## src/lcd_frame_defines.svh

```systemverilog
`ifndef LCD_FRAME_DEFINES_SVH
`define LCD_FRAME_DEFINES_SVH
// ********************************************************
// register byte addresses
// ********************************************************
`define REG_CTRL_A      8'h00
`define REG_CTRL_B      8'h04
`define REG_FRAME_RATE  8'h08
`define REG_CONTRAST    8'h0C
`define REG_STATUS      8'h10
`define REG_MEM_BASE    8'h20
`define REG_MEM_LAST    8'h2C
// ********************************************************
// control a field positions
// ********************************************************
`define CA_ENABLE       7
`define CA_LOWPWR       6
`define CA_FLAG         4
`define CA_IE           3
`define CA_BLANK        0
// ********************************************************
// control b field positions
// ********************************************************
`define CB_CLKSEL       7
`define CB_BIAS_HALF    6
`define CB_MUX_HI       5
`define CB_MUX_LO       4
`define CB_EXTCLK       8
`define CB_PWRRED       9
// ********************************************************
// reset values and counts
// ********************************************************
`define RST_ZERO        32'h0000_0000
`define PRESCALE_BITS   12
`define DRIVE_UNIT_CYC  16
`endif

```

## src/lcd_frame_pkg.sv

```systemverilog
package lcd_frame_pkg;
  // ********************************************************
  // frame sequencer states
  // ********************************************************
  typedef enum logic [1:0] {
    ST_OFF,
    ST_RUN,
    ST_BLANK
  } seq_state_e;
endpackage

```

## src/segment_lcd_frame_controller.sv

```systemverilog
// Decided for this implementation: the address map and the AXI4-Lite interface to the registers.
`timescale 1ns/1ps
`default_nettype none
`include "lcd_frame_defines.svh"

module segment_lcd_frame_controller #(
  parameter int SEG_COUNT = 40
) (
  input  wire logic               aclk,
  input  wire logic               aresetn,
  input  wire logic [7:0]         s_axi_awaddr,
  input  wire logic               s_axi_awvalid,
  output logic                    s_axi_awready,
  input  wire logic [31:0]        s_axi_wdata,
  input  wire logic [3:0]         s_axi_wstrb,
  input  wire logic               s_axi_wvalid,
  output logic                    s_axi_wready,
  output logic [1:0]              s_axi_bresp,
  output logic                    s_axi_bvalid,
  input  wire logic               s_axi_bready,
  input  wire logic [7:0]         s_axi_araddr,
  input  wire logic               s_axi_arvalid,
  output logic                    s_axi_arready,
  output logic [31:0]             s_axi_rdata,
  output logic [1:0]              s_axi_rresp,
  output logic                    s_axi_rvalid,
  input  wire logic               s_axi_rready,
  input  wire logic               timer_oscillator_pin,
  input  wire logic               supply_ready,
  input  wire logic               sleep_idle_or_save,
  input  wire logic               sleep_adc_noise,
  input  wire logic               frame_irq_ack,
  output logic                    ext_clock_buffer_en,
  output logic                    frame_irq,
  output logic [SEG_COUNT-1:0]    seg_level,
  output logic [SEG_COUNT-1:0]    seg_oe,
  output logic [SEG_COUNT-1:0]    seg_lcd_owned,
  output logic [3:0]              com_level,
  output logic [3:0]              com_oe,
  output logic [3:0]              com_lcd_owned,
  output logic                    mid_buffer_on
);

  // ********************************************************
  // register storage
  // ********************************************************
  logic [7:0]  ctrl_a_r, ctrl_a_nxt;          // enable, waveform, flag, ie, blank
  logic [9:0]  ctrl_b_r, ctrl_b_nxt;          // clock, bias, duty, mask, ext, pwr
  logic [6:0]  frame_rate_r, frame_rate_nxt;  // prescale [6:4], divide [2:0]
  logic [2:0]  drive_time_select_r, drive_time_nxt;
  logic [SEG_COUNT-1:0] mem_r [4];           // display memory per common
  logic [SEG_COUNT-1:0] mem_nxt [4];
  logic [SEG_COUNT-1:0] latch_r [4];         // frame copy of memory
  logic [SEG_COUNT-1:0] latch_nxt [4];
  logic        lowpwr_r, lowpwr_nxt;          // waveform used by this frame
  logic        blank_act_r, blank_act_nxt;    // blanking in force

  // axi handshake state
  logic        aw_got_r, aw_got_nxt;
  logic        w_got_r, w_got_nxt;
  logic [7:0]  aw_addr_r, aw_addr_nxt;
  logic [31:0] w_data_r, w_data_nxt;
  logic        bvalid_r, bvalid_nxt;
  logic [1:0]  bresp_r, bresp_nxt;
  logic        rvalid_r, rvalid_nxt;
  logic [31:0] rdata_r, rdata_nxt;
  logic [1:0]  rresp_r, rresp_nxt;

  // timing chain
  logic        src_d_r, src_d_nxt;            // previous level of chosen clock
  logic [`PRESCALE_BITS-1:0] ripple_r, ripple_nxt;
  logic [2:0]  div_r, div_nxt;
  logic [1:0]  com_idx_r, com_idx_nxt;
  logic        phase_r, phase_nxt;            // polarity of current half
  logic        pair_r, pair_nxt;              // second frame of low power pair
  logic [7:0]  drive_cnt_r, drive_cnt_nxt;
  lcd_frame_pkg::seq_state_e state_r, state_nxt;

  // ********************************************************
  // helpers
  // ********************************************************
  // prescale code ascends
  function automatic logic [3:0] tap_of(input logic [2:0] code);
    logic [3:0] t;
    t = 4'h0;
    case (code)
      3'h0:    t = 4'h3;
      3'h1:    t = 4'h5;
      3'h2:    t = 4'h6;
      3'h3:    t = 4'h7;
      3'h4:    t = 4'h8;
      3'h5:    t = 4'h9;
      3'h6:    t = 4'hA;
      default: t = 4'hB;
    endcase
    return t;
  endfunction

  // number of commons used minus one
  function automatic logic [1:0] last_com(input logic [1:0] mux);
    return mux;
  endfunction

  // ********************************************************
  // derived controls
  // ********************************************************
  logic        running;      // module active and allowed to run
  logic        clk_src;      // selected lcd clock level
  logic        src_rise;     // one-cycle edge of lcd clock
  logic        ps_tick;      // prescaled clock enable
  logic        frame_tick;   // divided timing enable
  logic        frame_start;  // first common of a new frame
  logic        latch_now;    // data latched this frame start
  logic        sleep_ok;
  logic [7:0]  drive_len;

  always_comb
  begin
    // sleep: sync clock allowed in idle/save, async also in adc noise
    sleep_ok = ~sleep_adc_noise | ctrl_b_r[`CB_CLKSEL];
    // module stays off under power reduction
    running  = ctrl_a_r[`CA_ENABLE] & ~ctrl_b_r[`CB_PWRRED] & sleep_ok;
    // source mux of io clock enable or oscillator pin
    clk_src  = ctrl_b_r[`CB_CLKSEL] ? timer_oscillator_pin : 1'b1;
  end

  assign ext_clock_buffer_en = ctrl_b_r[`CB_EXTCLK] & ctrl_b_r[`CB_CLKSEL];

  // lcd clock edges; io clock counts every cycle
  assign src_rise = ctrl_b_r[`CB_CLKSEL] ? (clk_src & ~src_d_r) : 1'b1;
  // prescaler tap rising
  assign ps_tick  = src_rise && (ripple_nxt[tap_of(frame_rate_r[6:4])] &
                                 ~ripple_r[tap_of(frame_rate_r[6:4])]);
  assign frame_tick  = ps_tick && (div_r == frame_rate_r[2:0]);
  assign frame_start = frame_tick && (com_idx_r == last_com(ctrl_b_r[5:4])) && phase_r;
  assign latch_now   = frame_start && (~lowpwr_r || pair_r);

  // drive time in io cycles, capped at a quarter prescaled period when multiplexed
  always_comb
  begin
    drive_len = 8'({drive_time_select_r, 1'b0} + 4'h1) * 8'(`DRIVE_UNIT_CYC / 2);
    if (ctrl_b_r[5:4] != 2'b00 && tap_of(frame_rate_r[6:4]) <= 4'h8
        && drive_len > 8'(1 << tap_of(frame_rate_r[6:4]) >> 1))
    begin
      drive_len = 8'(1 << tap_of(frame_rate_r[6:4]) >> 1);
    end
  end

  // ********************************************************
  // axi lite slave
  // ********************************************************
  logic wr_fire;
  logic [7:0] rd_addr;

  assign s_axi_awready = ~aw_got_r & ~bvalid_r;
  assign s_axi_wready  = ~w_got_r & ~bvalid_r;
  assign s_axi_arready = ~rvalid_r;
  assign s_axi_bvalid  = bvalid_r;
  assign s_axi_bresp   = bresp_r;
  assign s_axi_rvalid  = rvalid_r;
  assign s_axi_rdata   = rdata_r;
  assign s_axi_rresp   = rresp_r;
  assign rd_addr       = s_axi_araddr;

  always_comb
  begin
    aw_got_nxt = aw_got_r;
    w_got_nxt  = w_got_r;
    aw_addr_nxt = aw_addr_r;
    w_data_nxt  = w_data_r;
    bvalid_nxt = bvalid_r;
    bresp_nxt  = bresp_r;
    rvalid_nxt = rvalid_r;
    rdata_nxt  = rdata_r;
    rresp_nxt  = rresp_r;
    wr_fire    = 1'b0;
    // capture address and data in any order
    if (s_axi_awvalid && s_axi_awready)
    begin
      aw_got_nxt  = 1'b1;
      aw_addr_nxt = s_axi_awaddr;
    end
    if (s_axi_wvalid && s_axi_wready)
    begin
      w_got_nxt  = 1'b1;
      w_data_nxt = s_axi_wdata;
    end
    // both present: commit and answer
    if (aw_got_r && w_got_r)
    begin
      wr_fire    = 1'b1;
      aw_got_nxt = 1'b0;
      w_got_nxt  = 1'b0;
      bvalid_nxt = 1'b1;
      bresp_nxt  = (aw_addr_r <= `REG_STATUS || (aw_addr_r >= `REG_MEM_BASE && aw_addr_r <= `REG_MEM_LAST))
                 ? 2'b00 : 2'b10;
    end
    else if (bvalid_r && s_axi_bready)
    begin
      bvalid_nxt = 1'b0;
    end
    // reads answer one cycle after acceptance
    if (s_axi_arvalid && s_axi_arready)
    begin
      rvalid_nxt = 1'b1;
      rresp_nxt  = 2'b00;
      case (rd_addr)
        `REG_CTRL_A:     rdata_nxt = 32'(ctrl_a_r & 8'hD9);
        `REG_CTRL_B:     rdata_nxt = 32'(ctrl_b_r);
        `REG_FRAME_RATE: rdata_nxt = 32'(frame_rate_r);
        `REG_CONTRAST:   rdata_nxt = 32'(drive_time_select_r);
        `REG_STATUS:     rdata_nxt = 32'({blank_act_r, mid_buffer_on, com_idx_r});
        8'h20:           rdata_nxt = 32'(mem_r[0]);
        8'h24:           rdata_nxt = 32'(mem_r[1]);
        8'h28:           rdata_nxt = 32'(mem_r[2]);
        8'h2C:           rdata_nxt = 32'(mem_r[3]);
        default:
        begin
          rdata_nxt = `RST_ZERO;
          rresp_nxt = 2'b10;
        end
      endcase
    end
    else if (rvalid_r && s_axi_rready)
    begin
      rvalid_nxt = 1'b0;
    end
  end

  // ********************************************************
  // register writes and frame flag
  // ********************************************************
  always_comb
  begin
    ctrl_a_nxt     = ctrl_a_r;
    ctrl_b_nxt     = ctrl_b_r;
    frame_rate_nxt = frame_rate_r;
    drive_time_nxt = drive_time_select_r;
    for (int i = 0; i < 4; i++)
    begin
      mem_nxt[i] = mem_r[i];
    end
    if (wr_fire)
    begin
      case (aw_addr_r)
        `REG_CTRL_A:
        begin
          ctrl_a_nxt = w_data_r[7:0] & 8'hC9;
          ctrl_a_nxt[`CA_FLAG] = ctrl_a_r[`CA_FLAG] & ~w_data_r[`CA_FLAG];
        end
        `REG_CTRL_B:     ctrl_b_nxt = w_data_r[9:0];
        `REG_FRAME_RATE: frame_rate_nxt = w_data_r[6:0];
        `REG_CONTRAST:   drive_time_nxt = w_data_r[2:0];
        8'h20:           mem_nxt[0] = SEG_COUNT'(w_data_r);
        8'h24:           mem_nxt[1] = SEG_COUNT'(w_data_r);
        8'h28:           mem_nxt[2] = SEG_COUNT'(w_data_r);
        8'h2C:           mem_nxt[3] = SEG_COUNT'(w_data_r);
        default:         ctrl_a_nxt = ctrl_a_r;
      endcase
    end
    // interrupt vector acknowledge clears the flag
    if (frame_irq_ack)
    begin
      ctrl_a_nxt[`CA_FLAG] = 1'b0;
    end
    if (running && latch_now)
    begin
      ctrl_a_nxt[`CA_FLAG] = 1'b1;
    end
  end

  assign frame_irq = ctrl_a_r[`CA_FLAG] & ctrl_a_r[`CA_IE];

  // ********************************************************
  // timing chain and sequencer
  // ********************************************************
  always_comb
  begin
    src_d_nxt     = clk_src;
    ripple_nxt    = ripple_r;
    div_nxt       = div_r;
    com_idx_nxt   = com_idx_r;
    phase_nxt     = phase_r;
    pair_nxt      = pair_r;
    state_nxt     = state_r;
    lowpwr_nxt    = lowpwr_r;
    blank_act_nxt = blank_act_r;
    drive_cnt_nxt = (drive_cnt_r != 8'h00) ? drive_cnt_r - 8'h01 : 8'h00;
    for (int i = 0; i < 4; i++)
    begin
      latch_nxt[i] = latch_r[i];
    end
    if (running && src_rise)
    begin
      ripple_nxt = ripple_r + 12'h001;
    end
    if (ps_tick)
    begin
      div_nxt = (div_r == frame_rate_r[2:0]) ? 3'h0 : div_r + 3'h1;
    end
    case (state_r)
      lcd_frame_pkg::ST_OFF:
      begin
        com_idx_nxt = 2'h0;
        phase_nxt   = 1'b0;
        if (running && supply_ready)
        begin
          state_nxt = lcd_frame_pkg::ST_RUN;
          for (int i = 0; i < 4; i++)
          begin
            latch_nxt[i] = mem_r[i];
          end
          lowpwr_nxt = ctrl_a_r[`CA_LOWPWR];
          blank_act_nxt = ctrl_a_r[`CA_BLANK];
        end
      end
      lcd_frame_pkg::ST_RUN, lcd_frame_pkg::ST_BLANK:
      begin
        if (frame_tick)
        begin
          // start drive pulse at each transition
          drive_cnt_nxt = drive_len;
          phase_nxt = ~phase_r;
          if (phase_r)
          begin
            com_idx_nxt = (com_idx_r == last_com(ctrl_b_r[5:4])) ? 2'h0 : com_idx_r + 2'h1;
          end
        end
        if (frame_start)
        begin
          pair_nxt   = lowpwr_r ? ~pair_r : 1'b0;
          lowpwr_nxt = (lowpwr_r && !pair_r) ? lowpwr_r : ctrl_a_r[`CA_LOWPWR];
        end
        if (latch_now)
        begin
          for (int i = 0; i < 4; i++)
          begin
            latch_nxt[i] = mem_r[i];
          end
          blank_act_nxt = ctrl_a_r[`CA_BLANK];
          state_nxt = ctrl_a_r[`CA_BLANK] ? lcd_frame_pkg::ST_BLANK : lcd_frame_pkg::ST_RUN;
        end
        if (!running || !supply_ready)
        begin
          state_nxt = lcd_frame_pkg::ST_OFF;
          blank_act_nxt = 1'b0;
        end
      end
      default: state_nxt = lcd_frame_pkg::ST_OFF;
    endcase
  end

  // ********************************************************
  // pin drive
  // ********************************************************
  logic [SEG_COUNT-1:0] seg_used;
  logic [3:0]           com_used;
  logic [SEG_COUNT-1:0] seg_lvl_nxt;
  logic [3:0]           com_lvl_nxt;
  logic                 live;

  always_comb
  begin
    seg_used = '0;
    for (int s = 0; s < SEG_COUNT; s++)
    begin
      seg_used[s] = (s < 24 + int'(ctrl_b_r[3:0])) || (ctrl_b_r[3:0] == 4'hF);
    end
    for (int c = 0; c < 4; c++)
    begin
      com_used[c] = (c <= int'(ctrl_b_r[5:4]));
    end
    live = (state_r != lcd_frame_pkg::ST_OFF);
    // on segments opposite phase, off in phase
    com_lvl_nxt = '0;
    com_lvl_nxt[com_idx_r] = phase_r;
    for (int s = 0; s < SEG_COUNT; s++)
    begin
      seg_lvl_nxt[s] = latch_r[com_idx_r][s] ? ~phase_r : phase_r;
    end
    // all pins to ground while blanked
    if (blank_act_r || !live)
    begin
      com_lvl_nxt = '0;
      seg_lvl_nxt = '0;
    end
  end

  // drive pulse turns on midpoint buffers, whatever the bias bit, but not while blanked; capped pulse
  assign mid_buffer_on = live && (drive_cnt_r != 8'h00) && !blank_act_r;
  assign seg_lcd_owned = live ? seg_used : '0;
  assign com_lcd_owned = live ? com_used : '0;
  // tristate after drive time except when blanking grounds pins or in static duty
  assign seg_oe = (live && (mid_buffer_on || blank_act_r || ctrl_b_r[5:4] == 2'b00)) ? seg_used : '0;
  assign com_oe = (live && (mid_buffer_on || blank_act_r || ctrl_b_r[5:4] == 2'b00)) ? com_used : '0;

  // ********************************************************
  // registers
  // ********************************************************
  always_ff @(posedge aclk)
  begin
    if (!aresetn)
    begin
      ctrl_a_r <= 8'h00;
      ctrl_b_r <= 10'h000;
      frame_rate_r <= 7'h00;
      drive_time_select_r <= 3'h0;
      for (int i = 0; i < 4; i++)
      begin
        mem_r[i]   <= '0;
        latch_r[i] <= '0;
      end
      aw_got_r <= 1'b0;
      w_got_r  <= 1'b0;
      aw_addr_r <= 8'h00;
      w_data_r <= `RST_ZERO;
      bvalid_r <= 1'b0;
      bresp_r  <= 2'b00;
      rvalid_r <= 1'b0;
      rdata_r  <= `RST_ZERO;
      rresp_r  <= 2'b00;
      src_d_r  <= 1'b0;
      ripple_r <= 12'h000;
      div_r    <= 3'h0;
      com_idx_r <= 2'h0;
      phase_r  <= 1'b0;
      pair_r   <= 1'b0;
      drive_cnt_r <= 8'h00;
      state_r  <= lcd_frame_pkg::ST_OFF;
      lowpwr_r <= 1'b0;
      blank_act_r <= 1'b0;
      seg_level <= '0;
      com_level <= '0;
    end
    else
    begin
      ctrl_a_r <= ctrl_a_nxt;
      ctrl_b_r <= ctrl_b_nxt;
      frame_rate_r <= frame_rate_nxt;
      drive_time_select_r <= drive_time_nxt;
      for (int i = 0; i < 4; i++)
      begin
        mem_r[i]   <= mem_nxt[i];
        latch_r[i] <= latch_nxt[i];
      end
      aw_got_r <= aw_got_nxt;
      w_got_r  <= w_got_nxt;
      aw_addr_r <= aw_addr_nxt;
      w_data_r <= w_data_nxt;
      bvalid_r <= bvalid_nxt;
      bresp_r  <= bresp_nxt;
      rvalid_r <= rvalid_nxt;
      rdata_r  <= rdata_nxt;
      rresp_r  <= rresp_nxt;
      src_d_r  <= src_d_nxt;
      ripple_r <= ripple_nxt;
      div_r    <= div_nxt;
      com_idx_r <= com_idx_nxt;
      phase_r  <= phase_nxt;
      pair_r   <= pair_nxt;
      drive_cnt_r <= drive_cnt_nxt;
      state_r  <= state_nxt;
      lowpwr_r <= lowpwr_nxt;
      blank_act_r <= blank_act_nxt;
      seg_level <= seg_lvl_nxt;
      com_level <= com_lvl_nxt;
    end
  end

endmodule // segment_lcd_frame_controller
`default_nettype wire

```

## config.mk

```make
export PLATFORM = sky130hd
export DESIGN_NAME = segment_lcd_frame_controller
export DESIGN_NICKNAME = d
export VERILOG_FILES = /design/src/lcd_frame_pkg.sv /design/src/segment_lcd_frame_controller.sv
export VERILOG_INCLUDE_DIRS = /design/src
export SDC_FILE = /design/constraint.sdc
export NUM_CORES = 1
export LEC_CHECK = 0
export BUFFER_PORTS_ARGS = -buffer_cell sky130_fd_sc_hd__buf_2
export CAP_MARGIN = 20
export CORE_ASPECT_RATIO = 0.9
export CORE_MARGIN = 2
export CORE_UTILIZATION = 58
export CTS_CLUSTER_SIZE = 24
export DETAILED_ROUTE_END_ITERATION = 12
export PLACE_DENSITY_LB_ADDON = 0.1
export SETUP_SLACK_MARGIN = 0.05
export SLEW_MARGIN = 5
export SYNTH_ARGS = -nofsm -noshare
export SYNTH_HDL_FRONTEND = slang
export SYNTH_SLANG_ARGS = --single-unit
```

## constraint.sdc

```tcl
create_clock -name aclk -period 8 [get_ports aclk]
set_clock_uncertainty 0.15 [all_clocks]
set_input_delay 1.6 -clock aclk [delete_from_list [all_inputs] [get_ports aclk]]
set_output_delay 1.6 -clock aclk [all_outputs]
set_load 0.005 [all_outputs]
```

==> results.ini <==
[outcome]
status = finished clean

[yosys]
yosys_register_bits = 430
synthCells = 1924
synth_top_area_share_pct = 33.0
yosysTopAreaCell = dfxtp_1
yosysUniqueCellTypes = 66
ys_seq_area_share_pct = 53.9
syn_avg_cell_area_um2 = 9.53
synthTopCellsByArea = dfxtp_1, edfxtp_1, nand2_1
synthFlopType = dfxtp_1
netlist_area_um2 = 18300
synth-edff-count = 128
async_flop_share_pct = 0
ys_warn_count = 0

[power]
power.density_nw_per_um2 = 226
peakVddDrop_mv = 0.175
leakage_nw = 7.83
power.total_mw = 4.67

[clock_tree]
htree_num_levels = 2
cts_setup_buffers = 0
cts_tree = done
clock-root-buffer = clkbuf_16
cts.sinks = 430
cts_resized = 0
postCtsHoldBufs = 0
clk_path_buf_depth = 3
clkSlewWorstSetupHoldPaths_ps = 60
cts_made_buffers = 42
clock_latency_ps = 550

[worst_setup_path]
cp_max_fo = 66
crit_type = input pin to register
reg2reg_slack_ps = 3080
critPathMaxStageDelay_ps = 690
cp_data_arrival_time_ps = 5600
rr_endpoint = latch_r[3][13]
slowest_stage = nand2_4
critical_path.cell_chain = buf_2 -> nor2b_1 -> o2111ai_2 -> or4_1 -> and3b_1 -> o41a_1 -> o31ai_1 -> o21ai_0 -> nand2_4 -> buf_4
reg2reg_from = ctrl_b_r[7]
reg2reg_depth = 9
worst_ep_required_time_ps = 8050
critPathLaunchType = input pin
cp-end-kind = register

[die]
die_x_um = 191
coreArea_um2 = 31000
num_rows = 61
die_h_um = 173
initial_utilization_pct = 59.2
dieArea_um2 = 33100
pin_count = 240

[grt]
grt_max_degree = 129
overflow = 0
antenna_found_initial = 1
grtUsageTotal_pct = 28.0
grt_pass1_vias = 13400
grt_pass1_wl_mm = 72.5

[drt]
antenna_left = 0
viasPerCell = 5.77
post_drt_wl_per_cell_um = 18.9
drt_iter0_drc = 1318
drc = 0
vias = 14300
dr.pass1.iters = 6
wirelength_mm = 47.0

[worst_hold_path]
hold_class = register to register
hp-start = mem_r[1][15]
whs_path_depth = 2
whs_endpoint = mem_r[1][15]

[sta]
timing.fmax_mhz = 180
fin_crit_sh_pct = 69.5
slew_headroom_pct = 22.9
fin_setup_tns_ps = 0
tightest_slew_ps = 1160
hold_violations = 0
period_minus_slack_ps = 5560
slew_violations = 0
rsz0062_at_grt = false
setup_viol = 0

[run]
cap_violations = 0

[finish]
final.fill_count = 2532
multi_input_comb_area_um2 = 7550
area_delta_synth_final_pct = 12.7
final_util_pct = 66.7
layout.nets = 2113
layout-drive-gt1-share_pct = 18.4
regArea_um2 = 9890

[placed_design]
port_buffers = 232
globalplace.congestion = 0.891
hpwl_mm = 28.0

-- state kept, by name, indices dropped and copies added (netlist names), 10 cells and up, named ones only --
register and flops:
ripple_r 12, latch_r 128, s_axi_rdata 32, seg_level 33
ctrl_b_r 10, mem_r 128, w_data_r 32
-- how the worst max path moves through the flow --
stage	cells after the start	endpoint	slack (ps)	startpoint
after floorplan	8	latch_r[0][0]	1050	timer_oscillator_pin
after global placement	10	latch_r[2][23]	2070	timer_oscillator_pin
after detailed placement	10	latch_r[1][23]	1950	timer_oscillator_pin
after CTS	10	latch_r[0][23]	2520	timer_oscillator_pin
after global routing	10	latch_r[0][31]	2180	timer_oscillator_pin
final	10	latch_r[3][13]	2440	timer_oscillator_pin
-- worst max-delay path, delay by kind of cell --
family / cells / cell delay, ps
simple gates: 4 / 1770
compound gates: 4 / 1570
buf+inv: 2 / 590
-- power breakdown --
part	leakage (nW)	internal, mW	total, mW	switching [mW]
sequential	3.77	2.35	2.40	0.0520
combinational	3.43	0.142	0.373	0.231
clock	0.632	1.07	1.90	0.823
total	7.83	3.56	4.67	1.11
-- metal layers --
metal  GRT usage [%]  routed length (µm)  vias up
met5               0                   0        -
met4            10.1                1460        0
met3            4.04                3450      112
met2            45.4               22100      579
met1            38.2               20000     6827
li1                -                   -     6797
-- placed cells by master (no fill, tap or decap), drive strengths merged, types with 10 or more instances in the layout --
cell type  instances
a21oi            255
a222oi            13
a22oi             56
and2             137
and3              12
buf              251
clkbuf            55
clkinv            15
dfxtp            302
edfxtp           128
ha                12
inv               29
mux2i             29
mux4              34
nand2            376
nand3             18
nor2             135
nor2b             11
nor3              27
nor4              10
o21ai             18
xnor2             36
-- cell type report --
| type | count | share of cell area, % |
|---|---|---|
| Clock inverter | 22 | 0.799 |
| Multi-Input combinational cell | 1284 | 36.5 |
| Sequential cell | 430 | 47.9 |
| Clock buffer | 55 | 5.52 |
| Tap cell | 409 | 2.48 |
| Inverter | 28 | 0.533 |
| Timing Repair Buffer | 251 | 6.31 |
| Antenna cell | 1 | 0.0121 |
-- cells by family after synthesis --
group | Yosys count | share of synthesized area, %
and+or+nand+nor | 781 | 19.8
DFF | 430 | 53.9
AOI/OAI and AO/OA | 382 | 12.2
buffers and inverters | 211 | 5.35
muxes | 64 | 5.82
xor gates and xnor gates | 43 | 2.05
adders and majority gates | 12 | 0.819
other | 1 | 0.0204
-- synth_stat cells (all sizes together), types with 27 or more instances --
cell type,count
a21oi,255
a22oi,56
and2,137
buf,71
clkbuf,112
dfxtp,302
edfxtp,128
inv,28
mux2i,29
mux4,34
nand2,376
nor2,135
nor3,27
xnor2,36
-- stage by stage --
step	area (µm²)	hold WS, ps	setup slack [ps]	std cells
floorplan	18300	283	1050	1925
global placement	19400	293	2070	2402
detailed placement	19400	306	1950	2402
CTS	20700	314	2520	2479
global route	20700	328	2180	2480
finish	20700	314	2440	2480
(Power assumes the default switching activity.)
